## src/timer_bus_pkg.sv

```systemverilog
package timer_bus_pkg;

  localparam int          addr_width       = 12;
  localparam int          sub_count        = 4;
  localparam int          flag_count       = 8;

  // register byte addresses
  localparam logic [11:0] config_reg_addr  = 12'h000;
  localparam logic [11:0] test_reg_addr    = 12'h004;
  localparam logic [11:0] time_base_addr   = 12'h008;
  localparam logic [11:0] flag_reg_addr    = 12'h00c;
  localparam logic [11:0] int_ctrl_addr    = 12'h010;
  localparam logic [11:0] ack_reg_addr     = 12'h014;

  // configuration field positions
  localparam int          halt_bit         = 15;
  localparam int          freeze_bit       = 14;
  localparam int          vector_lsb       = 12;
  localparam int          select_lsb       = 8;
  localparam int          arb_lsb          = 0;

  localparam logic [15:0] config_reset     = 16'h0000;
  localparam logic [15:0] config_mask      = 16'hf307;
  localparam logic [7:0]  int_ctrl_reset   = 8'h00;
  localparam logic [2:0]  level_none       = 3'h0;

  typedef struct packed {
    logic       halt;
    logic       freeze_pass_enable;
    logic [1:0] vector_base_bits;
    logic [1:0] time_base_select;
    logic [2:0] arbitration_id;
  } config_type;

  typedef struct packed {
    logic [2:0] level;
    logic       arbitration_id_msb;
    logic [5:0] vector_low;
  } sub_int_type;

  typedef struct packed {
    logic       valid;
    logic [2:0] level;
    logic [3:0] arbitration;
    logic [7:0] vector;
  } ack_answer_type;

  typedef enum logic [1:0] {
    bus_idle,
    bus_write,
    bus_read
  } bus_state_type;

endpackage

```

## src/flag_clear_cell.sv

```systemverilog
`timescale 1ns/1ps
module flag_clear_cell
  import timer_bus_pkg::*;
(
  input  wire logic clk,
  input  wire logic arst_n,
  input  wire logic set_event,
  input  wire logic read_strobe,
  input  wire logic write_zero,
  output logic      flag
);

  logic armed;

  // set wins over any clear in the same cycle
  always_ff @(posedge clk or negedge arst_n) begin
    if (!arst_n) begin
      flag <= 1'b0;
    end else if (set_event) begin
      flag <= 1'b1;
    end else if (write_zero && armed) begin
      flag <= 1'b0;
    end
  end

  always_ff @(posedge clk or negedge arst_n) begin
    if (!arst_n) begin
      armed <= 1'b0;
    end else if (set_event) begin
      armed <= 1'b0;
    end else if (read_strobe && flag) begin
      armed <= 1'b1;
    end else if (write_zero) begin
      armed <= 1'b0;
    end
  end

endmodule

```

## src/timer_bus_interface.sv

```systemverilog
`timescale 1ns/1ps
module timer_bus_interface
  import timer_bus_pkg::*;
(
  input  wire logic                      clk,
  input  wire logic                      arst_n,
  input  wire logic                      hsel,
  input  wire logic [addr_width-1:0]     haddr,
  input  wire logic [1:0]                htrans,
  input  wire logic                      hwrite,
  input  wire logic [2:0]                hsize,
  input  wire logic [31:0]               hwdata,
  input  wire logic                      hready,
  output logic      [31:0]               hrdata,
  output logic                           hreadyout,
  output logic                           hresp,
  input  wire logic                      bus_freeze,
  output logic                           submodule_freeze,
  input  wire logic [sub_count*16-1:0]   time_base_bus,
  input  wire logic [flag_count-1:0]     flag_set_event,
  output logic      [flag_count-1:0]     flag_state,
  input  wire logic [sub_count*10-1:0]   sub_int_request,
  output logic      [2:0]                int_level,
  input  wire logic                      interrupt_acknowledge_cycle,
  input  wire logic [2:0]                ack_level,
  output logic                           ack_valid,
  output logic      [3:0]                ack_arbitration,
  output logic      [7:0]                ack_vector
);

  config_type     cfg;
  logic [15:0]    test_reg;
  logic [7:0]     int_ctrl;
  ack_answer_type answer;
  ack_answer_type next_answer;
  bus_state_type  state;
  logic [11:0]    addr_q;
  logic           freeze_meta;
  logic           freeze_sync;
  logic           ack_meta;
  logic           ack_sync;
  logic [2:0]     next_level;
  logic [15:0]    time_base_word;
  logic [31:0]    next_rdata;
  logic           take;
  logic           flag_read;
  logic [flag_count-1:0] flag_zero;
  sub_int_type    req [sub_count];

  assign take      = hsel && hready && htrans[1];
  assign hreadyout = 1'b1;
  assign hresp     = 1'b0;

  // the bus has one clock domain; clock stop halts all state with it
  always_ff @(posedge clk or negedge arst_n) begin
    if (!arst_n) begin
      state  <= bus_idle;
      addr_q <= 12'h000;
    end else if (take) begin
      state  <= hwrite ? bus_write : bus_read;
      addr_q <= haddr;
    end else if (hready) begin
      state  <= bus_idle;
    end
  end

  always_ff @(posedge clk or negedge arst_n) begin
    if (!arst_n) begin
      freeze_meta <= 1'b0;
      freeze_sync <= 1'b0;
      ack_meta    <= 1'b0;
      ack_sync    <= 1'b0;
    end else begin
      freeze_meta <= bus_freeze;
      freeze_sync <= freeze_meta;
      ack_meta    <= interrupt_acknowledge_cycle;
      ack_sync    <= ack_meta;
    end
  end

  // configuration register write
  always_ff @(posedge clk or negedge arst_n) begin
    if (!arst_n) begin
      cfg.halt               <= config_reset[halt_bit];
      cfg.freeze_pass_enable <= config_reset[freeze_bit];
      cfg.vector_base_bits   <= config_reset[vector_lsb+1:vector_lsb];
      cfg.time_base_select   <= config_reset[select_lsb+1:select_lsb];
      cfg.arbitration_id     <= config_reset[arb_lsb+2:arb_lsb];
    end else if (state == bus_write && addr_q == config_reg_addr) begin
      cfg.halt               <= hwdata[halt_bit];
      cfg.freeze_pass_enable <= hwdata[freeze_bit];
      cfg.vector_base_bits   <= hwdata[vector_lsb+1:vector_lsb];
      cfg.time_base_select   <= hwdata[select_lsb+1:select_lsb];
      cfg.arbitration_id     <= hwdata[arb_lsb+2:arb_lsb];
    end
  end

  always_ff @(posedge clk or negedge arst_n) begin
    if (!arst_n) begin
      test_reg <= 16'h0000;
    end else if (state == bus_write && addr_q == test_reg_addr) begin
      test_reg <= hwdata[15:0];
    end
  end

  always_ff @(posedge clk or negedge arst_n) begin
    if (!arst_n) begin
      int_ctrl <= int_ctrl_reset;
    end else if (state == bus_write && addr_q == int_ctrl_addr) begin
      int_ctrl <= hwdata[7:0];
    end
  end

  // halt forces freeze; otherwise freeze passes only when enabled
  always_ff @(posedge clk or negedge arst_n) begin
    if (!arst_n) begin
      submodule_freeze <= 1'b0;
    end else begin
      submodule_freeze <= cfg.halt ||
        (cfg.freeze_pass_enable && freeze_sync);
    end
  end

  assign time_base_word =
    time_base_bus[cfg.time_base_select*16 +: 16];

  // status flags with read-then-zero-write clearing
  // arm at the edge that captures the read data, so arming matches what
  // software sees
  assign flag_read = take && !hwrite && haddr == flag_reg_addr;

  genvar g;
  generate
    for (g = 0; g < flag_count; g++) begin : g_flag
      assign flag_zero[g] = state == bus_write &&
        addr_q == flag_reg_addr && !hwdata[g];
      flag_clear_cell u_cell (
        .clk         (clk),
        .arst_n      (arst_n),
        .set_event   (flag_set_event[g]),
        .read_strobe (flag_read),
        .write_zero  (flag_zero[g]),
        .flag        (flag_state[g])
      );
    end
    for (g = 0; g < sub_count; g++) begin : g_req
      assign req[g] = sub_int_type'(sub_int_request[g*10 +: 10]);
    end
  endgenerate

  // highest requested level goes out on the bus
  always_comb begin
    next_level = level_none;
    for (int i = 0; i < sub_count; i++) begin
      if (req[i].level > next_level) begin
        next_level = req[i].level;
      end
    end
  end

  // acknowledge: matching level, highest arbitration number, first wins
  always_comb begin
    next_answer = '0;
    for (int i = 0; i < sub_count; i++) begin
      if (ack_sync && cfg.arbitration_id != 3'h0 &&
          req[i].level != level_none && req[i].level == ack_level &&
          (!next_answer.valid ||
           {req[i].arbitration_id_msb, cfg.arbitration_id} >
           next_answer.arbitration)) begin
        next_answer.valid       = 1'b1;
        next_answer.level       = req[i].level;
        next_answer.arbitration = {req[i].arbitration_id_msb,
                                   cfg.arbitration_id};
        next_answer.vector      = {cfg.vector_base_bits,
                                   req[i].vector_low};
      end
    end
  end

  always_ff @(posedge clk or negedge arst_n) begin
    if (!arst_n) begin
      int_level <= level_none;
      answer    <= '0;
    end else begin
      int_level <= next_level;
      answer    <= next_answer;
    end
  end

  assign ack_valid       = answer.valid;
  assign ack_arbitration = answer.arbitration;
  assign ack_vector      = answer.vector;

  // read data: unmapped addresses read zero
  always_comb begin
    next_rdata = 32'h0000_0000;
    if (haddr == config_reg_addr) begin
      next_rdata[halt_bit]                    = cfg.halt;
      next_rdata[freeze_bit]                  = cfg.freeze_pass_enable;
      next_rdata[vector_lsb+1:vector_lsb]     = cfg.vector_base_bits;
      next_rdata[select_lsb+1:select_lsb]     = cfg.time_base_select;
      next_rdata[arb_lsb+2:arb_lsb]           = cfg.arbitration_id;
    end else if (haddr == test_reg_addr) begin
      next_rdata[15:0] = test_reg;
    end else if (haddr == time_base_addr) begin
      next_rdata[15:0] = time_base_word;
    end else if (haddr == flag_reg_addr) begin
      next_rdata[flag_count-1:0] = flag_state;
    end else if (haddr == int_ctrl_addr) begin
      next_rdata[7:0] = int_ctrl;
    end else if (haddr == ack_reg_addr) begin
      next_rdata[15:0] = answer;
    end
  end

  always_ff @(posedge clk or negedge arst_n) begin
    if (!arst_n) begin
      hrdata <= 32'h0000_0000;
    end else if (take && !hwrite) begin
      hrdata <= next_rdata;
    end
  end

endmodule

```

## config.mk

```make
export PLATFORM = sky130hd
export DESIGN_NAME = timer_bus_interface
export DESIGN_NICKNAME = d
export VERILOG_FILES = /design/src/timer_bus_pkg.sv /design/src/flag_clear_cell.sv /design/src/timer_bus_interface.sv
export SDC_FILE = /design/constraint.sdc
export NUM_CORES = 1
export LEC_CHECK = 0
export BUFFER_PORTS_ARGS = -buffer_cell sky130_fd_sc_hd__buf_2
export CAP_MARGIN = 30
export CORE_MARGIN = 2
export CORE_UTILIZATION = 54
export DETAILED_ROUTE_END_ITERATION = 8
export PLACE_DENSITY = 0.84
export REMOVE_ABC_BUFFERS = 1
export SLEW_MARGIN = 40
export SYNTH_ARGS = -nofsm -noshare
export SYNTH_HDL_FRONTEND = slang
export SYNTH_SLANG_ARGS = --single-unit
```

## constraint.sdc

```tcl
create_clock -name clk -period 7.2 [get_ports clk]
set_input_delay 0.36 -clock clk [delete_from_list [all_inputs] [get_ports clk]]
set_output_delay 0.36 -clock clk [all_outputs]
set_load 0.02 [all_outputs]
```

==> results of run 1 <==
worst register-to-register path: stages (launching register included):
cell       delay (ps)
dfrtp_1           540
o31a_1            340
nand3_1           120
ha_1              310
nor2b_1           240
o211ai_1          140
nand2_1           110
nand2_1            60
ha_1              210
a2111oi_0         550
o22ai_2           230
a221oi_1          320
a41oi_1           100
ha_1              370
o21a_1            120
o21ai_0           120
a21oi_4           380
mux2_2            400
layout make-up:
class	instances	area (µm²)
Fill cell	882	3956
Timing Repair Buffer	195	994.7
Clock inverter	6	45.04
Multi-Input combinational cell	394	3279
Tap cell	143	178.9
Sequential cell	103	2579
Clock buffer	10	239.0
Inverter	26	97.59
routing by layer:
metal  global-route usage [%]  up-vias  part of all wire, %
met3                    4.518       17                  6.4
met2                    47.47      198                   52
met4                    9.794        0                  1.6
met1                    33.36     2542                   40
met5                        0        -                    0
li1                         -     2354                    -
path summary, 6_finish.rpt:
kind	slack, ps	cells past startpoint	to
setup / recovery	2410	19	ack_vector[0]
hold reg to reg	350	0	ack_sync
min in group asynchronous	480	2	addr_q[7]
max in group asynchronous	5660	3	cfg[4]
setup reg to reg	2420	17	ack_vector[0]
hold / removal	120	1	ack_meta
metrics by stage:
| stage | cell area, µm² | util [%] | hold slack [ps] | setup slack, ps | total power (W) |
|---|---|---|---|---|---|
| final | 7413 | 65.20 | 120.1 | 2408 | 0.001448 |
| after detailed placement | 7119 | 62.62 | 269.2 | 2045 | 0.0009958 |
| after floorplan | 5938 | - | 64.41 | 2773 | 0.0008560 |
| after CTS | 7413 | 65.20 | 111.6 | 2417 | 0.001457 |
| after global placement | 7101 | 62.45 | 257.3 | 2306 | 0.0009778 |
| after global routing | 7413 | 65.20 | 103.1 | 2167 | 0.001517 |
logic make-up after synthesis:
| family | share of synthesized area (%) |
|---|---|
| adders and majority gates | 3.597 |
| buffers and inverters | 7.674 |
| AOI/OAI and AO/OA | 14.35 |
| muxes | 19.78 |
| and+or+nand+nor | 11.91 |
| DFF | 41.17 |
| xor gates and xnor gates | 1.399 |
| other | 0.1199 |
cells in the final DEF (no fill, tap or decap), types with 4 or more instances in the layout:
cell and n:
o21ai_0 20, nor4_4 4, ha_1 18, mux2_2 50
a22o_1 8, nor3_1 7, nand2_1 35, a21o_1 12
o21ai_1 5, mux4_2 16, o31ai_1 5, buf_2 190
a21oi_1 28, xor2_1 8, dfrtp_1 102, conb_1 18
o21a_1 5, nor2_1 20, o32ai_1 5, mux2_1 12
nand2b_1 6, mux2i_1 18, inv_1 26, nand4b_1 8
clkbuf_16 9, o32a_1 4, nand3_1 5, a31oi_1 7
nor2b_1 18
power groups by stage:
stage	logic (W)	clock network (W)	registers, W
2_1_floorplan	0.000158	0	0.000698
3_3_place_gp	0.000300	0	0.000678
3_5_place_dp	0.000314	0	0.000682
4_1_cts	0.000316	0.000470	0.000671
5_1_grt	0.000343	0.000497	0.000677
6_report	0.000315	0.000462	0.000671
timing repair:
item | 4_1_cts | 5_1_grt
hold buffers | 1 | 0
resized for setup | 0 | 0
hold endpoints to repair | 22 | 0
==> run metrics, run 1 <==
Routed Antenna Nets=0; number of flops mapped to enable cells by yosys=0; slowest cell on the critical path=a2111oi_0; DRT Pass-1 Iters=4; GP Congestion=roughly 0.86; CTS Root Cell=clkbuf_16; CP arrival=between 5000 and 6000 ps; Synth cell types=65; H-tree levels=3; Cells after DPL=860; Setup Viol. Count Final=0; Avg WL per Cell=18.96 µm; Worst Hold Launch=interrupt_acknowledge_cycle; final wirelength=16630 µm; syn_area_per_cell=around 11 µm²; worst-skew pair later-pin latency=about 350 ps; CP Launch Type=input port; Post-CTS Setup Repair Bufs=0; TritonCTS clock tree=yes; die area=roughly 0.012 mm²; Setup CP Type=input port to flop; register area share after synthesis=between 40% and 50%; DR vias/cell=5.828; Area contributors post-synth=dfrtp_1 (41%), mux2_2 (9.0%), mux4_2 (5.8%); CP startpoint=sub_int_request[7]; status=complete, no violations; initial core utilization=55.07%; Post-synth top cells=dfrtp_1 (103), mux2_2 (50), buf_4 (38), nand2_1 (35), a21oi_1 (28); fraction of layout cells with a size suffix above 1=39.65%; IO Port Bufs=191; DR iter-0 viols=just over 400; final cycle utilization of the critical path=66.56%; Lkg Pwr=3.493 nW; Via Count=between 5000 and 6000; Primary FF master, synth=dfrtp_1; Sink Count=~100; Relative slew margins=roughly 46%; CP delay by family, top=compound AO/OA/AOI/OAI gates; Synth area leader=dfrtp_1; Cell Int Power=about 0.0010 W; Fin Setup TNS=0 ps; Nets=between 900 and 1000; switching share of total power=approximately 30%; MaxCap Viol Count=0; CP bufs+invs=1; clk buf depth=2; initial antenna violation count=0; crit-path max FO=10; core region area=approximately 0.011 mm²; type of element capturing the critical path=flop; NetSw=between 0.0004 and 0.0005 W; crit path cell chain=buf_2 -> xor2_1 -> nor4_4 -> nand3_1 -> ha_1 -> nor2b_1 -> o211ai_1 -> nand2_1 -> nand2_1 -> ha_1 -> a2111oi_0 -> o22ai_2 -> a221oi_1 -> a41oi_1 -> ha_1 -> o21a_1 -> o21ai_0 -> a21oi_4 -> mux2_2; DR DRC count=0; Die W=approximately 110 µm; RSZ-0062 raised after global routing=false; largest net degree at the start of global routing=slightly above 80; Worst EP required=7420 ps; cell area after synthesis=between 0.006 and 0.007 mm²; Ports=230; CTS buffer count=9; DPL Wire Length=approximately 13000 µm; post-route minimum period=about 4800 ps; Area Overhead vs Synth=18.41%; final hold vios=0; RR Startpoint=cfg[2]; fin cells=around 880; vias in the first global route=about 5400; Min-Delay Path Class=input port to flop; FF+latch count, synth=between 100 and 150; YS warnings=0; Final Max Slew Viols=0; Yosys top cell area share=41.17%; Worst Max-Slew Pin Slew=just over 800 ps; Reg clk slew, reported paths=70 ps; most frequent CP cell=ha_1; CP max stage delay=550 ps; global-route wire length before repair=about 27000 µm; ant diodes=0; sequential power share=between 40% and 50%; Peak VDD IR=0.1099 mV; fmax=around 0.21 GHz; Post-Synthesis Cells=about 570; grt ovf=0; top-count cell post-synth=dfrtp_1; Clock power frac=between 30% and 40%; Die H=roughly 110 µm; worst-case clock skew=6.417 ps; # rows=39; Tot GR Track Use=26.91%; PwrDens=between 150 and 200 mW/mm²; combinational power share=a little over a fifth; async set or reset register ratio after synthesis=100.0%
No activity file was read; power rests on OpenSTA's default activity.
==> inputs of run 2 (changes only) <==
--- a/config.mk
+++ b/config.mk
@@ -8,9 +8,9 @@
 export BUFFER_PORTS_ARGS = -buffer_cell sky130_fd_sc_hd__buf_2
 export CAP_MARGIN = 30
 export CORE_MARGIN = 2
-export CORE_UTILIZATION = 54
+export CORE_UTILIZATION = 50
 export DETAILED_ROUTE_END_ITERATION = 8
-export PLACE_DENSITY = 0.84
+export PLACE_DENSITY = 0.79
 export REMOVE_ABC_BUFFERS = 1
 export SLEW_MARGIN = 40
 export SYNTH_ARGS = -nofsm -noshare
==> constraint.sdc (replaced) <==
create_clock -name clk -period 4.5 [get_ports clk]
set_input_delay 0.225 -clock clk [delete_from_list [all_inputs] [get_ports clk]]
set_output_delay 0.225 -clock clk [all_outputs]
set_load 0.02 [all_outputs]
==> run 2 against run 1 <==
  * Non-clock buffer count is 10 higher
  * Flip-flop and latch count stayed put
  * Clock power is 61% higher
  * Power is 61% higher
  * Sequential power is 59% higher
  * Critical path depth is 1 lower
  * Via count is 0.67% higher
  * Hold slack worse by 90 ps
  * Core utilization is 2.9 points lower
  * Count of clock-buffer cells in the layout stayed put
==> run metrics, run 2 (synthesized netlist as in run 1, its figures left out) <==
Die H=115.9 µm (was 111.7 µm); DPL Wire Length=12890 µm (was 12720 µm); fmax=~0.24 GHz; Routed Antenna Nets=0 (unchanged); DR DRC count=0 (unchanged); H-tree levels=3 (unchanged); core region area=0.01211 mm² (was 0.01137 mm²); GP Congestion=0.8530 (was 0.8616); grt ovf=0 (unchanged); vias in the first global route=5331 (was 5390); Worst EP required=4730 ps (was 7420 ps); DR iter-0 viols=278 (was 409); most frequent CP cell=ha_1 (unchanged); CTS Root Cell=clkbuf_16 (unchanged); Avg WL per Cell=18.33 µm (was 18.96 µm); ant diodes=0 (unchanged); final cycle utilization of the critical path=between 90% and 100%; RSZ-0062 raised after global routing=false (unchanged); Worst Max-Slew Pin Slew=764.1 ps (was 805.6 ps); most frequent cells in the layout=buf_2 (190), dfrtp_1 (102), mux2_2 (50), nand2_1 (35), a21oi_1 (28) (unchanged); type of element capturing the critical path=flop (unchanged); Final Max Slew Viols=0 (unchanged); CP delay by family, top=compound AO/OA/AOI/OAI gates (unchanged); worst-skew pair later-pin latency=350 ps (about the same); multi-input logic area=0.003286 mm² (was 0.003279 mm²); Setup CP Type=flop to flop (was input port to flop); Min-Delay Path Class=input port to flop (unchanged); post-route minimum period=roughly 4200 ps; crit path cell chain=o31a_1 -> nand3_1 -> ha_1 -> nand2b_1 -> o211ai_1 -> nand2_1 -> nand2_1 -> ha_1 -> a2111oi_2 -> o22ai_2 -> a221oi_1 -> a41oi_1 -> ha_1 -> o21a_1 -> o21ai_0 -> a21oi_4 -> buf_12 -> mux2_2 (was buf_2 -> xor2_1 -> nor4_4 -> nand3_1 -> ha_1 -> nor2b_1 -> o211ai_1 -> nand2_1 -> nand2_1 -> ha_1 -> a2111oi_0 -> o22ai_2 -> a221oi_1 -> a41oi_1 -> ha_1 -> o21a_1 -> o21ai_0 -> a21oi_4 -> mux2_2); Sink Count=103 (unchanged); final wirelength=16720 µm (was 16630 µm); Finished Core Util=62.27% (was 65.20%); Nets=928 (was 918); status=complete, no violations (unchanged); Ports=230 (unchanged); Area Overhead vs Synth=20.46% (was 18.41%); IO Port Bufs=191 (unchanged); Via Count=5145 (was 5111); Die W=115.9 µm (was 111.7 µm); slowest cell on the critical path=dfrtp_1 (was a2111oi_0); TritonCTS clock tree=yes (unchanged); CTS buffer count=9 (unchanged); Tot GR Track Use=25.37% (was 26.91%); Relative slew margins=48.68% (was 45.89%); fin cells=912 (was 877); CP arrival=4400 ps (was 5020 ps); CP Launch Type=flop (was input port); MaxCap Viol Count=0 (unchanged); Setup Viol. Count Final=0 (unchanged); Seq. cell area=0.002579 mm² (unchanged); global-route wire length before repair=26230 µm (was 26520 µm); worst-case clock skew=5.422 ps (was 6.417 ps); largest net degree at the start of global routing=72 (was 82); fraction of layout cells with a size suffix above 1=40.32% (was 39.65%); crit-path max FO=9 (was 10); # rows=40 (was 39); Peak VDD IR=0.1819 mV (was 0.1099 mV); clk buf depth=2 (unchanged); initial core utilization=51.69% (was 55.07%); Lkg Pwr=3.548 nW (was 3.493 nW); most common cell after layout, fill and taps aside=buf_2 (unchanged); PwrDens=309.6 mW/mm² (was 195.4 mW/mm²); Reg clk slew, reported paths=70 ps (about the same); CP bufs+invs=1 (unchanged); final hold vios=0 (unchanged); Layout fillers=1012 (was 882); die area=0.01343 mm² (was 0.01247 mm²); CP max stage delay=430 ps (was 550 ps); Cells after DPL=892 (was 860); DRT Pass-1 Iters=5 (was 4); initial antenna violation count=0 (unchanged); DR vias/cell=5.641 (was 5.828)
## run 2: cell type report
class,instances,share of cell area [%]
Clock buffer,10,3.169
Clock inverter,6,0.5806
Inverter,26,1.294
Multi-Input combinational cell,394,43.56
Sequential cell,103,34.19
Tap cell,168,2.787
Timing Repair Buffer,205,14.42
## run 2: final timing paths
check / startpoint / end / slack, ps / cells after the start
setup / recovery: cfg[0] / answer[13] / 340 / 18
hold / removal: flag_set_event[1] / g_flag[1].u_cell.armed / 30 / 2
setup reg to reg: cfg[0] / answer[13] / 340 / 18
hold reg to reg: freeze_meta / freeze_sync / 370 / 0
max in group asynchronous: arst_n / cfg[4] / 3140 / 3
min in group asynchronous: arst_n / g_flag[5].u_cell.flag / 450 / 2
## run 2: layer usage
| layer | routed length [µm] | GRT usage (%) | vias to the layer above | part of all wire [%] |
|---|---|---|---|---|
| met4 | 159 | 5.952 | 0 | 0.95 |
| met1 | 6547 | 30.64 | 2553 | 39 |
| met3 | 1144 | 4.132 | 14 | 6.8 |
| met5 | 0 | 0 | - | 0 |
| met2 | 8866 | 47.37 | 203 | 53 |
| li1 | - | - | 2375 | - |
## run 2: metrics by stage
step                      cell area [µm²]  total power [W]  hold WS (ps)  TNS (ps)  setup slack [ps]
final                                7542         0.002335         30.25         0             337.0
after CTS                            7516         0.002347         23.60         0             106.0
after detailed placement             7203         0.001601         276.6    -128.4            -25.90
after global routing                 7542         0.002443         33.35         0             33.09
after floorplan                      5938         0.001370        -70.59         0             208.4
after global placement               7184         0.001575         335.0         0             137.5
## run 2: worst register-to-register path: stages (launching register included)
cell	delay, ps
dfrtp_1	430
o31a_1	320
nand3_1	120
ha_1	300
nand2b_1	180
o211ai_1	140
nand2_1	80
nand2_1	60
ha_1	220
a2111oi_2	370
o22ai_2	150
a221oi_1	290
a41oi_1	100
ha_1	360
o21a_1	120
o21ai_0	120
a21oi_4	200
buf_12	160
mux2_2	340
## run 2: timing repair
| item | in CTS | in global routing |
|---|---|---|
| buffers inserted | 0 | 1 |
| resized for setup | 0 | 2 |
| hold buffers | 3 | 0 |
| endpoints found under the hold margin | 72 | 0 |
| endpoints found under the setup margin | 0 | 10 |
## run 2: power by group
part / switching, W / total (W) / internal (W)
clock: 0.000354 / 0.000746 / 0.000392
combinational: 0.000275 / 0.000518 / 0.000243
sequential: 0.0000694 / 0.00107 / 0.00100
